[config.mk]
export PLATFORM = sky130hd
export DESIGN_NAME = fas_regs
export DESIGN_NICKNAME = d
export VERILOG_FILES = /design/src/inc/fas_pkg.sv /design/src/rtl/fas_regs.sv
export VERILOG_INCLUDE_DIRS = /design/src /design/src/inc
export SDC_FILE = /design/constraint.sdc
export NUM_CORES = 1
export LEC_CHECK = 0
export CAP_MARGIN = 20
export CORE_MARGIN = 1
export CORE_UTILIZATION = 59
export CTS_BUF_LIST = sky130_fd_sc_hd__clkbuf_8 sky130_fd_sc_hd__clkbuf_16
export DETAILED_ROUTE_END_ITERATION = 6
export DONT_BUFFER_PORTS = 1
export GPL_TIMING_DRIVEN = 0
export MAX_ROUTING_LAYER = met4
export PLACE_DENSITY = 0.72
export SYNTH_ARGS = -nofsm -noshare
export SYNTH_HDL_FRONTEND = slang
export SYNTH_SLANG_ARGS = --single-unit
[constraint.sdc]
create_clock -name clk -period 1.75 [get_ports clk]
set_clock_uncertainty 0.15 [all_clocks]
set_input_delay 0.175 -clock clk [delete_from_list [all_inputs] [get_ports clk]]
set_output_delay 0.175 -clock clk [all_outputs]
set_load 0.02 [all_outputs]
[src/inc/fas_params.svh]
`ifndef FAS_PARAMS_SVH
`define FAS_PARAMS_SVH

// bus geometry
`define FAS_ADDR_W   8
`define FAS_DATA_W   32

// register offsets
`define FAS_CTRL_OFF 8'h00

// control word field layout
`define FAS_RW_LSB   0
`define FAS_RW_MSB   7
`define FAS_LZ_LSB   8
`define FAS_LZ_MSB   11
`define FAS_PZ_LSB   12
`define FAS_PZ_MSB   15
`define FAS_CO_LSB   16
`define FAS_CO_MSB   19
`define FAS_RZ_LSB   20
`define FAS_RZ_MSB   31

// field widths
`define FAS_RW_W     8
`define FAS_CO_W     4

// reset values
`define FAS_RW_RST   8'h00
`define FAS_CO_RST   4'h0
`define FAS_RD_RST   32'h0000_0000

`endif

[src/inc/fas_pkg.sv]
`include "fas_params.svh"

package fas_pkg;

  typedef logic [`FAS_ADDR_W-1:0] fas_addr_t;
  typedef logic [`FAS_DATA_W-1:0] fas_word_t;
  typedef logic [`FAS_RW_W-1:0]   fas_rw_t;
  typedef logic [`FAS_CO_W-1:0]   fas_co_t;

  // one software access: address, data and the two strobes
  typedef struct packed {
    fas_addr_t addr;
    fas_word_t wdata;
    logic      wr;
    logic      rd;
  } fas_bus_req_t;

  // hardware-side requests on the clear-only bits
  typedef struct packed {
    fas_co_t set;
    fas_co_t clr;
  } fas_co_req_t;

endpackage

[src/rtl/fas_regs.sv]
// Operation
// RULE1 - legacy zero field reads zero, ignores writes
// RULE2 - old-release zero field never hardware updated
// RULE3 - software writes only zero to old field
// RULE4 - old-release zero field reads zero
// RULE5 - software zeroes undefined-reset field before reading
// RULE6 - nonzero write to clear-only bit ignored
// RULE7 - zero write clears clear-only bit
// RULE8 - hardware may set or clear clear-only bit
// RULE9 - software writes one to keep clear-only bit
// RULE10 - clear-only bit reads its current state
// RULE11 - ignored field leaves other field writes intact
// RULE12 - reserved field reads zero, resets zero
// RULE13 - write enables computed per bit
//
// Decided for this implementation: the register offsets and the plain strobed port.
`timescale 1ns/1ps
`include "fas_params.svh"

module fas_regs (
  // clock and reset
  input  wire logic                 clk,
  input  wire logic                 rst,
  // register port
  input  wire fas_pkg::fas_bus_req_t bus_req,
  output logic [`FAS_DATA_W-1:0]    rdata,
  // hardware requests on clear-only bits
  input  wire fas_pkg::fas_co_req_t co_req,
  // field state towards the core
  output logic [`FAS_RW_W-1:0]      rw_field_out,
  output logic [`FAS_CO_W-1:0]      clear_only_field_out
);
  import fas_pkg::*;

  fas_rw_t   rw_r;
  fas_rw_t   rw_nxt;
  fas_co_t   co_r;
  fas_co_t   co_nxt;
  fas_word_t rdata_r;
  fas_word_t rdata_nxt;
  fas_word_t bit_we;
  fas_co_t   co_sw_clr;

  // reset image of the clear-only field, indexed per bit below
  localparam fas_co_t CO_RST = `FAS_CO_RST;

  // address match for the control word
  function automatic logic ctrl_hit(input fas_addr_t a);
    ctrl_hit = (a == `FAS_CTRL_OFF);
  endfunction

  // per-bit write enables: only read-write and clear-only bits are writable
  function automatic fas_word_t field_we(input fas_bus_req_t r);
    fas_word_t m;
    m = '0;
    if (r.wr && ctrl_hit(r.addr)) begin
      m[`FAS_RW_MSB:`FAS_RW_LSB] = '1;
      m[`FAS_CO_MSB:`FAS_CO_LSB] = '1;
    end
    field_we = m;
  endfunction

  // assemble the read image; zero fields are constant zero
  function automatic fas_word_t read_image(input fas_rw_t rw, input fas_co_t co);
    fas_word_t w;
    w = '0;
    w[`FAS_RW_MSB:`FAS_RW_LSB] = rw;
    w[`FAS_CO_MSB:`FAS_CO_LSB] = co;
    read_image = w;
  endfunction

  always_comb begin
    bit_we = field_we(bus_req); // RULE13
  end

  // read-write field: each bit follows its own enable
  always_comb begin
    rw_nxt = rw_r;
    if (rst) begin
      rw_nxt = `FAS_RW_RST;
    end else begin
      for (int i = 0; i < `FAS_RW_W; i++) begin
        if (bit_we[`FAS_RW_LSB+i]) begin
          rw_nxt[i] = bus_req.wdata[`FAS_RW_LSB+i]; // RULE11
        end
      end
    end
  end

  always_ff @(posedge clk) begin
    rw_r <= rw_nxt;
  end

  // clear-only bits: hardware set wins, then hardware clear, then software zero
  generate
    for (genvar g = 0; g < `FAS_CO_W; g++) begin : g_co
      always_comb begin
        co_sw_clr[g] = bit_we[`FAS_CO_LSB+g] && !bus_req.wdata[`FAS_CO_LSB+g]; // RULE7 RULE6
        co_nxt[g]    = co_r[g];
        if (rst) begin
          co_nxt[g] = CO_RST[g];
        end else if (co_req.set[g]) begin
          co_nxt[g] = 1'b1; // RULE8
        end else if (co_req.clr[g]) begin
          co_nxt[g] = 1'b0; // RULE8
        end else if (co_sw_clr[g]) begin
          co_nxt[g] = 1'b0; // RULE7
        end
      end
    end
  endgenerate

  always_ff @(posedge clk) begin
    co_r <= co_nxt;
  end

  // read data stands for the single cycle after the strobe
  always_comb begin
    rdata_nxt = `FAS_RD_RST;
    if (!rst && bus_req.rd) begin
      if (ctrl_hit(bus_req.addr)) begin
        rdata_nxt = read_image(rw_r, co_r); // RULE1 RULE2 RULE4 RULE10 RULE12
      end else begin
        rdata_nxt = `FAS_RD_RST;
      end
    end
  end

  always_ff @(posedge clk) begin
    rdata_r <= rdata_nxt;
  end

  assign rdata                = rdata_r;
  assign rw_field_out         = rw_r;
  assign clear_only_field_out = co_r;

  logic    ctrl_wr;
  logic    ctrl_rd;
  fas_co_t co_keep_mask;
  assign ctrl_wr      = bus_req.wr && ctrl_hit(bus_req.addr);
  assign ctrl_rd      = bus_req.rd && ctrl_hit(bus_req.addr);
  assign co_keep_mask = bus_req.wdata[`FAS_CO_MSB:`FAS_CO_LSB] & ~co_req.set & ~co_req.clr;
endmodule

Word-level counts from Yosys, hierarchy flattened. Cells that the tools add are included.

Mux-type cells: 14. Reductions and logical operators: 17.

Operators with widths (number): $mux 1 (12); $reduce_bool 3->1 (4); $logic_not 8->1 (1); $mux 8 (1); $logic_and 1x1->1 (6); $logic_not 1->1 (5); $mux 4 (1); $reduce_and 2->1 (1).

Output and inout port bits: 44. Bits in registers: 44.

Logic depth before layout (Yosys ltp). Gate-level depths: netlist of run 1.

Word-level depth: 7. Gate-level depth with buffers: 4.

Least setup slack after synthesis of run 1. Ideal clock, no wire load.

Kind: input port to flip-flop. Start point: input bus_req[41] in the netlist's numbering. End point: register rw_r[2], in the netlist rw_field_out[2]. Stages: 4. Required time: 1528 ps. Slack: 216 ps. Arrival time: 1312 ps. Buffers on the path: 1. Cells stage by stage: or4_4 -> nor3_4 -> buf_6 -> mux2i_1.

Cells in the longest elaborated chain, start to end: 3.

RTL lines: from (decl) (line fas_regs.sv:25) `input wire fas_pkg::fas_bus_req_t bus_req,`; $logic_not 8->1 (no source line); $logic_and 1x1->1; $mux 8 (line fas_regs.sv:56) `if (r.wr && ctrl_hit(r.addr)) begin`; to (signal assigned) (line fas_regs.sv:91) `rw_r <= rw_nxt;`; to (decl) (line fas_regs.sv:35) `fas_rw_t rw_r;`.

Every way passes these cells. A chain may end at the register's enable or synchronous reset.

Worst setup path after layout of run 1.
Start point: input bus_req[21] in the netlist's numbering. End point: register co_r[3], in the netlist clear_only_field_out[3].

Cells in the longest elaborated chain, start to end: 3.

RTL lines: $logic_not 1->1 (line fas_regs.sv:98) `` co_sw_clr[g] = bit_we[`FAS_CO_LSB+g] && !bus_req.wdata[`FAS_CO_LSB+g]; ``; $logic_and 1x1->1 (line fas_regs.sv:98); $reduce_bool 3->1 (no source line); to (signal assigned) (line fas_regs.sv:114) `co_r <= co_nxt;`; to (decl) (line fas_regs.sv:37) `fas_co_t co_r;`.

Every way passes these cells.

==> results of run 1 <==
-- final cells by class --
type	instances	area, um^2	share of cell area (%)
flip-flops and latches	24	480	34.2
multi-input cells	72	455	32.4
repair buffers	20	200	14.2
plain buffers	24	176	12.5
clock buffers	3	41.3	2.94
well taps	24	30.0	2.14
inverters	6	22.5	1.60
-- tightest hold or removal path: cells and delay by family --
family / cells / cell delay, ns
buffers and inverters: 1 / 0.02
AOI/OAI and AO/OA: 2 / 0.20
-- how the worst max path moves through the flow --
stage                               to
2_1_floorplan          rw_field_out[2]
3_3_place_gp           rw_field_out[2]
3_5_place_dp           rw_field_out[5]
4_1_cts        clear_only_field_out[1]
5_1_grt        clear_only_field_out[3]
6_report       clear_only_field_out[3]
-- kinds of logic after synthesis --
| group | after synthesis | share of synthesized area, % |
|---|---|---|
| other | 1 | 0.353 |
| DFF | 24 | 45.2 |
| and+or+nand+nor | 36 | 23.5 |
| buffers and inverters | 30 | 18.7 |
| AOI/OAI and AO/OA | 8 | 4.71 |
| muxes | 8 | 7.53 |
-- report_power, final --
part	internal (mW)	switching, mW	total, mW
clock	0.153	0.150	0.303
combinational	0.0764	0.0716	0.148
sequential	0.552	0.0133	0.565
total	0.781	0.235	1.02
-- metal layers --
metal	part of all wire, %	track usage, %	vias up
met3	7.3	6.12	4
met1	33	21.1	350
li1	-	-	381
met4	1.2	9.09	0
met2	58	47.1	41
met5	0	-	-
-- layout by cell type, fill, tap and decap left out, drive strengths merged --
cell type	n
dfxtp	24
nand2b	16
or4	2
buf	22
clkbuf	5
nor4	1
a21oi	4
conb	20
inv	6
and2	12
a211oi	4
dlygate4sd3	20
mux2i	8
nor3	1
nor2	4
-- timing repair --
| action | 4_1_cts | 5_1_grt |
|---|---|---|
| setup buffers | 0 | 0 |
| hold endpoints to repair | 14 | 0 |
| hold buffers | 20 | 0 |
| setup endpoints to repair | 0 | 0 |
-- sequential cells by signal (all words and copies together) (netlist names) --
| name | count |
|---|---|
| rw_field_out | 8 |
| rdata | 12 |
| clear_only_field_out | 4 |
-- metrics by stage --
stage	setup WS, ns	area [um^2]	hold slack, ns	std cells	util (%)
2_1_floorplan	0.216	1130	0.180	126	-
3_5_place_dp	0.119	1160	0.190	150	73.1
3_3_place_gp	0.155	1160	0.183	150	73.1
4_1_cts	0.251	1410	0.0121	173	88.2
5_1_grt	0.114	1410	0.0724	173	88.2
6_report	0.180	1410	0.0407	173	88.2
==> run metrics, run 1 <==
Worst Setup SP bus_req[21]; Synth Register Bits 24; leak pwr 0.638 nW; FF-to-FF path depth 2; CTS buffer count 3; Max Cap Viol 0; CP arrival 1.58 ns; area leader, netlist dfxtp_1; CTS resizes 0; clock root buffer clkbuf_8; Yosys top cell area share 45.2%; WHS Endpoint clear_only_field_out[2]; HP Start co_req[2]; Initial DRC Count 11; # port buffers 0; average size of a mapped cell 9.94 um^2; die area 1980 um^2; slack of the worst reg-to-reg path 0.68 ns; clock latency on the worst-skew pair 0.25 ns; GP Congestion 0.702; Design Power 1.02 mW; GRT Residual Overflow 0; setup TNS 0 ns; Die Span Y 44.5 um; Layout Nets 203; GRT Overall Usage 23.9%; end of the worst register-to-register path clear_only_field_out[3]; worst path bufs/invs 2; total number of vias 776; FP Rows 14; Routed WL per cell 12.4 um; Crit path top cell by count dlygate4sd3_1; vias in the first global route 764; Final Hold Fails 0; critical path's top delay family buffers and inverters; startpoint types input pin; CTS tree built; launch point of the worst reg-to-reg path clear_only_field_out[3]; drt drc 0; top cells by area, synth dfxtp_1, buf_4, nand2b_1, mux2i_1, and2_1; ordered list of cells on the worst path dlygate4sd3_1 > nor2_1 > dlygate4sd3_1 > a211oi_1; first-pass GRT wire length 3260 um; Max stage delay on crit path 0.56 ns; n_diodes 0; vias per std cell 4.49; VDD IR max 0.000575 V; Worst Path Max Fanout 1; Setup CP Type input pin to flip-flop; chip width 44.5 um; Main synth FF type dfxtp_1; top cells by count, synth dfxtp_1, buf_4, nand2b_1, and2_1, mux2i_1; Worst path depth 4; Initial Utilization 66.7%; most numerous cell in the Yosys netlist dfxtp_1; clock sinks 24; Slowest-stage cell, CP dlygate4sd3_1; Async SR Flop Fraction 0%; largest net degree at the start of global routing 13; core area 1590 um^2; unrepaired setup endpoints after global routing no; Clock transition at path regs 0.07 ns; synth warn 0; outcome finished, final reports clean; I/O pin count 96; CTS H-tree depth 1; max-slew violation count 0; antenna violations before repair 0; synthesized instance count 107; Netlist Area Pre-Place 1060 um^2; Netlist cell types 15; Max Root-Sink Buffers 2; Tmin final 1.57 ns; Crit path required time 1.76 ns; number of synthesized flops with an enable pin 0; Peak Freq 637 MHz; DP HPWL 1360 um; Hold Path Depth 3; worst min path class input pin to flip-flop; ANT nets after route 0; DRT Pass-1 Iters 4; sequential area share after synthesis 45.2%; # fillers 85; Crit. End Element flip-flop; drt total wl 2140 um; PwrDens 723 nW/um^2; number of setup violations in the final report 0; share of cells above drive strength 1 19.5%; period utilization 89.7%; area grow syn2layout 32.2%
No activity file was read; power rests on OpenSTA's default activity.
==> inputs of run 2 (changes only) <==
- CTS_BUF_LIST: sky130_fd_sc_hd__clkbuf_8 sky130_fd_sc_hd__clkbuf_16 -> unset
- clock period: 1.75 -> 1.7 ns (I/O delays scaled with it)
==> run metrics, run 2 (synthesized netlist as in run 1, its figures left out) <==
final setup margin 0.0222 ns (-0.158 ns); DP HPWL 1360 um (unchanged); wire length on met3 201 um (+29%); vias per std cell 4.53 (+1.0%); Initial DRC Count 6 (-5); VDD IR max 0.000548 V (-4.6%); startpoint types input pin; Max Cap Viol 0 (unchanged); GRT Overall Usage 26.4% (+2.5 points); Worst Path Max Fanout 3 (+2); max-slew violation count 0 (unchanged); clock latency on the worst-skew pair 0.30 ns (+0.05 ns); Layout Nets 209 (+3.0%); Max Root-Sink Buffers 2 (unchanged); period utilization 98.7%; DRT Pass-1 Iters 4 (unchanged); core area 1590 um^2 (unchanged); Slowest-stage cell, CP dlygate4sd3_1; Placed Instance Area 1160 um^2 (unchanged); Max stage delay on crit path 0.57 ns (about the same); clock root buffer clkbuf_4; drt total wl 2340 um (+9.1%); Peak Freq 596 MHz; Initial Utilization 66.7% (unchanged); Final Hold Fails 0 (unchanged); # fillers 71 (-16%); CTS tree built; largest net degree at the start of global routing 13 (unchanged); Finished Cell Area 1450 um^2 (+2.8%); leak pwr 0.662 nW (+3.6%); n_diodes 0 (unchanged); CTS H-tree depth 1 (unchanged); total number of vias 811 (+4.5%); Crit path required time 1.80 ns (+0.04 ns); die area 1980 um^2 (unchanged); metal1 wirelength 769 um (+8.2%); vias in the first global route 802 (+5.0%); I/O pin count 96 (unchanged); PwrDens 680 nW/um^2 (-5.9%); Tmin final 1.68 ns; most frequent cells in the layout dlygate4sd3_1, dfxtp_1, buf_4; Multi-input gate area 455 um^2 (unchanged); Die Span Y 44.5 um (unchanged); FF+latch area 482 um^2 (+0.26%); ordered list of cells on the worst path or4_4 > nor3_4 > mux2i_1 > dlygate4sd3_1; GP Congestion 0.702 (unchanged); metal2 WL 1310 um (+5.0%); drt drc 0 (unchanged); clock sinks 24 (unchanged); # port buffers 0 (unchanged); GRT Residual Overflow 0 (unchanged); setup TNS 0 ns (unchanged); Routed WL per cell 13.1 um (+5.4%); Crit. End Element flip-flop; FP Rows 14 (unchanged); CTS buffer count 3 (unchanged); Top Metal Used met4; ANT nets after route 0 (unchanged); antenna violations before repair 0 (unchanged); worst min path class input pin to flip-flop; chip width 44.5 um (unchanged); share of cells above drive strength 1 20.0% (+0.54 points); Setup CP Type input pin to flip-flop; outcome finished, final reports clean; Clock transition at path regs 0.11 ns (+0.04 ns); first-pass GRT wire length 3580 um (+10%); number of setup violations in the final report 0 (unchanged); max FFs per register 12 (unchanged); CP arrival 1.78 ns (+0.20 ns); area grow syn2layout 36.0%; worst slack, placed 0.0741 ns (-0.0450 ns); commonest non-fill, non-tap cell in the layout dlygate4sd3_1
run 2: per-layer routing:
layer / vias up / track usage [%]
met1: 363 / 23.9
met2: 47 / 50.6
met4: 0 / 10.9
met5: - / -
li1: 395 / -
met3: 6 / 7.35
run 2: final timing paths:
kind | from | endpoint | slack, ns | cells past startpoint
max | bus_req[37] | rw_field_out[1] | 0.02 | 4
min | bus_req[0] | rdata[1] | 0.02 | 3
max reg2reg | clear_only_field_out[1] | clear_only_field_out[1] | 0.08 | 3
min reg2reg | clear_only_field_out[0] | rdata[16] | 0.40 | 1
run 2: power breakdown:
part,total [mW],internal [mW],leakage (nW),switching [mW]
Sequential,0.583,0.569,0.195,0.0138
Clock,0.238,0.0827,0.0138,0.155
Combinational,0.163,0.0865,0.453,0.0767
Total,0.984,0.738,0.662,0.246
run 2: area by class of cell:
| class | count | share of cell area [%] |
|---|---|---|
| buffer | 24 | 12.2 |
| timing repair buffer | 26 | 17.8 |
| clock buffer | 3 | 1.56 |
| sequential | 24 | 33.3 |
| tap | 24 | 2.08 |
| inverter | 6 | 1.56 |
| multi-input combinational | 72 | 31.5 |
run 2: critical path, delay by kind of cell:
family | cells | cell delay [ns]
buffers and inverters | 1 | 0.57
muxes | 1 | 0.23
and+or+nand+nor | 2 | 0.81
run 2: stage by stage:
stage / util, % / cells / hold WS (ns) / total power [mW]
2_1_floorplan: - / 126 / 0.175 / 0.697
3_3_place_gp: 73.1 / 150 / 0.178 / 0.702
3_5_place_dp: 73.1 / 150 / 0.185 / 0.704
4_1_cts: 90.2 / 178 / 0.00372 / 0.972
5_1_grt: 90.7 / 179 / 0.00502 / 1.02
6_report: 90.7 / 179 / 0.0195 / 0.984
run 2: timing repair:
item / 4_1_cts / 5_1_grt
hold buffers: 25 / 0
endpoints found under the hold margin: 14 / 0
setup buffers: 0 / 1
gates resized for setup: 0 / 1
endpoints found under the setup margin: 0 / 2
==> inputs of run 3 (changes only) <==
- ABC_AREA: unset -> 1
==> run metrics, run 3 <==
most frequent cells in the layout nor2_1, dlygate4sd3_1; Layout Nets 229 (+9.6%); top cells by count, synth nor2_1, dfxtp_1, inv_1, buf_4, nor2_2; failing checks design-rule violations; dpl cells 164 (+9.3%); Tmin final 1.66 ns (-0.0165 ns); first-pass GRT wire length 3630 um (+1.3%); drt drc 5 (+5); Yosys top cell area share 46.7% (+1.5 points); Non-Filler Instances 192 (+7.3%); Initial Utilization 66.1% (-0.67 points); hold slack 0.0371 ns (+0.0176 ns); Async SR Flop Fraction 0% (unchanged); number of setup violations in the final report 0 (unchanged); synth warn 0 (unchanged); Netlist cell types 15 (unchanged); Initial DRC Count 23 (+17); Synth Register Bits 24 (unchanged); Final Hold Fails 0 (unchanged); Max Cap Viol 0 (unchanged); area grow syn2layout 37.8%; DP HPWL 1370 um (+1.0%); leak pwr 0.650 nW (-1.7%); share of cells above drive strength 1 25.0% (+5.0 points); CTS tree built; vias per std cell 4.65 (+2.5%); largest net degree at the start of global routing 15 (+2); outcome finished, violations left; DRT Pass-1 Iters 6 (+2); clock root buffer clkbuf_4; Die Span Y 43.8 um (-1.5%); unrepaired setup endpoints after global routing no; GRT Residual Overflow 0 (unchanged); worst min path class input pin to flip-flop; Crit path required time 1.81 ns (about the same); Peak Freq 602 MHz (+0.99%); clock sinks 24 (unchanged); vias in the first global route 844 (+5.2%); setup TNS 0 ns (unchanged); number of synthesized flops with an enable pin 0 (unchanged); drt total wl 2350 um (+0.38%); Crit. End Element flip-flop; clock latency on the worst-skew pair 0.31 ns (about the same); final setup margin 0.0387 ns (+0.0165 ns); final core occ 91.0% (+0.27 points); Setup Fix Bufs, Post-CTS 0 (unchanged); Finished Cell Area 1420 um^2 (-1.9%); Clock transition at path regs 0.13 ns (+0.02 ns); average size of a mapped cell 7.98 um^2 (-20%); commonest non-fill, non-tap cell in the layout nor2_1; I/O pin count 96 (unchanged); chip width 43.8 um (-1.5%); period utilization 97.7% (-0.97 points); die area 1920 um^2 (-3.0%); synthesized instance count 129 (+21%); Design Power 1.15 mW (+17%); Routed WL per cell 12.2 um (-6.4%); Setup CP Type input pin to flip-flop; CP arrival 1.77 ns (about the same); sequential area share after synthesis 46.7% (+1.5 points); most numerous cell in the Yosys netlist nor2_1; max FFs per register 12 (unchanged); Netlist Area Pre-Place 1030 um^2 (-3.2%); antenna violations before repair 0 (unchanged); FP Rows 14 (unchanged); max-slew violation count 0 (unchanged); GP Congestion 0.627 (-11%); CTS H-tree depth 1 (unchanged); # port buffers 0 (unchanged); top cells by area, synth dfxtp_1, buf_4, nor2_1, inv_1, nor2_2; VDD IR max 0.000739 V (+35%); GRT Overall Usage 26.9% (+0.55 points); Main synth FF type dfxtp_1; startpoint types input pin; PwrDens 808 nW/um^2 (+19%); Max Root-Sink Buffers 2 (unchanged); ANT nets after route 0 (unchanged); area leader, netlist dfxtp_1; core area 1560 um^2 (-2.2%); Placed Instance Area 1120 um^2 (-3.8%); worst slack, placed 0.525 ns (+0.451 ns); Worst Path Max Fanout 9 (+6); CTS buffer count 3 (unchanged); n_diodes 0 (unchanged); total number of vias 892 (+10%)
==> run 3: cell count changes in the layout (fill, tap and decap cells not counted), sizes merged, moves of 7 or more <==
cell	previous run	this run
o21ai	0	8
inv	6	21
nand2b	16	0
nand2	0	7
and2	12	0
mux2i	8	0
nor2	4	37
==> run 3: logic make-up (layout without fill, tap and decap cells) <==
group | Yosys count | count (layout) | share of synthesized area [%]
and+or+nand+nor | 49 | 49 | 23.3
DFF | 24 | 24 | 46.7
AOI/OAI and AO/OA | 12 | 12 | 5.83
buffers and inverters | 43 | 71 | 23.8
other | 1 | 20 | 0.364
==> run 3: final cells by class <==
cell class | count | area [um^2]
sequential | 24 | 485
fill | 68 | 140
inverter | 22 | 83.8
clock inverter | 1 | 30.0
clock buffer | 3 | 22.5
buffer | 21 | 161
timing repair buffer | 24 | 240
tap | 16 | 20.0
multi-input combinational | 81 | 375
==> run 3: worst paths after layout <==
path / slack [ns] / end / depth (start not counted) / start
setup / recovery: 0.04 / rw_field_out[7] / 5 / rst
hold / removal: 0.04 / rdata[0] / 5 / bus_req[40]
setup reg to reg: 0.13 / clear_only_field_out[3] / 5 / clear_only_field_out[3]
hold reg to reg: 0.38 / rdata[16] / 2 / clear_only_field_out[0]
==> run 3: timing repair <==
action / 4_1_cts / 5_1_grt
hold endpoints to repair: 14 / 0
setup endpoints to repair: 0 / 11
hold buffers: 24 / 0
resized for setup: 0 / 5
==> run 3: layer usage <==
metal,track usage [%],share of wire [%]
met1,29.0,35
met4,8.75,0.34
met5,-,0
met3,6.25,10
met2,48.1,55
==> run 3: critical path, cell delays in order <==
cell and delay (ns):
dlygate4sd3_1 0.63, inv_2 0.17, o21ai_0 0.12, dlygate4sd3_1 0.57, nor2_1 0.10
==> run 3: report_power, final <==
part / internal [mW] / leakage [nW] / switching, mW
sequential: 0.571 / 0.195 / 0.0124
combinational: 0.0786 / 0.427 / 0.0776
clock: 0.238 / 0.0279 / 0.169
total: 0.887 / 0.650 / 0.259
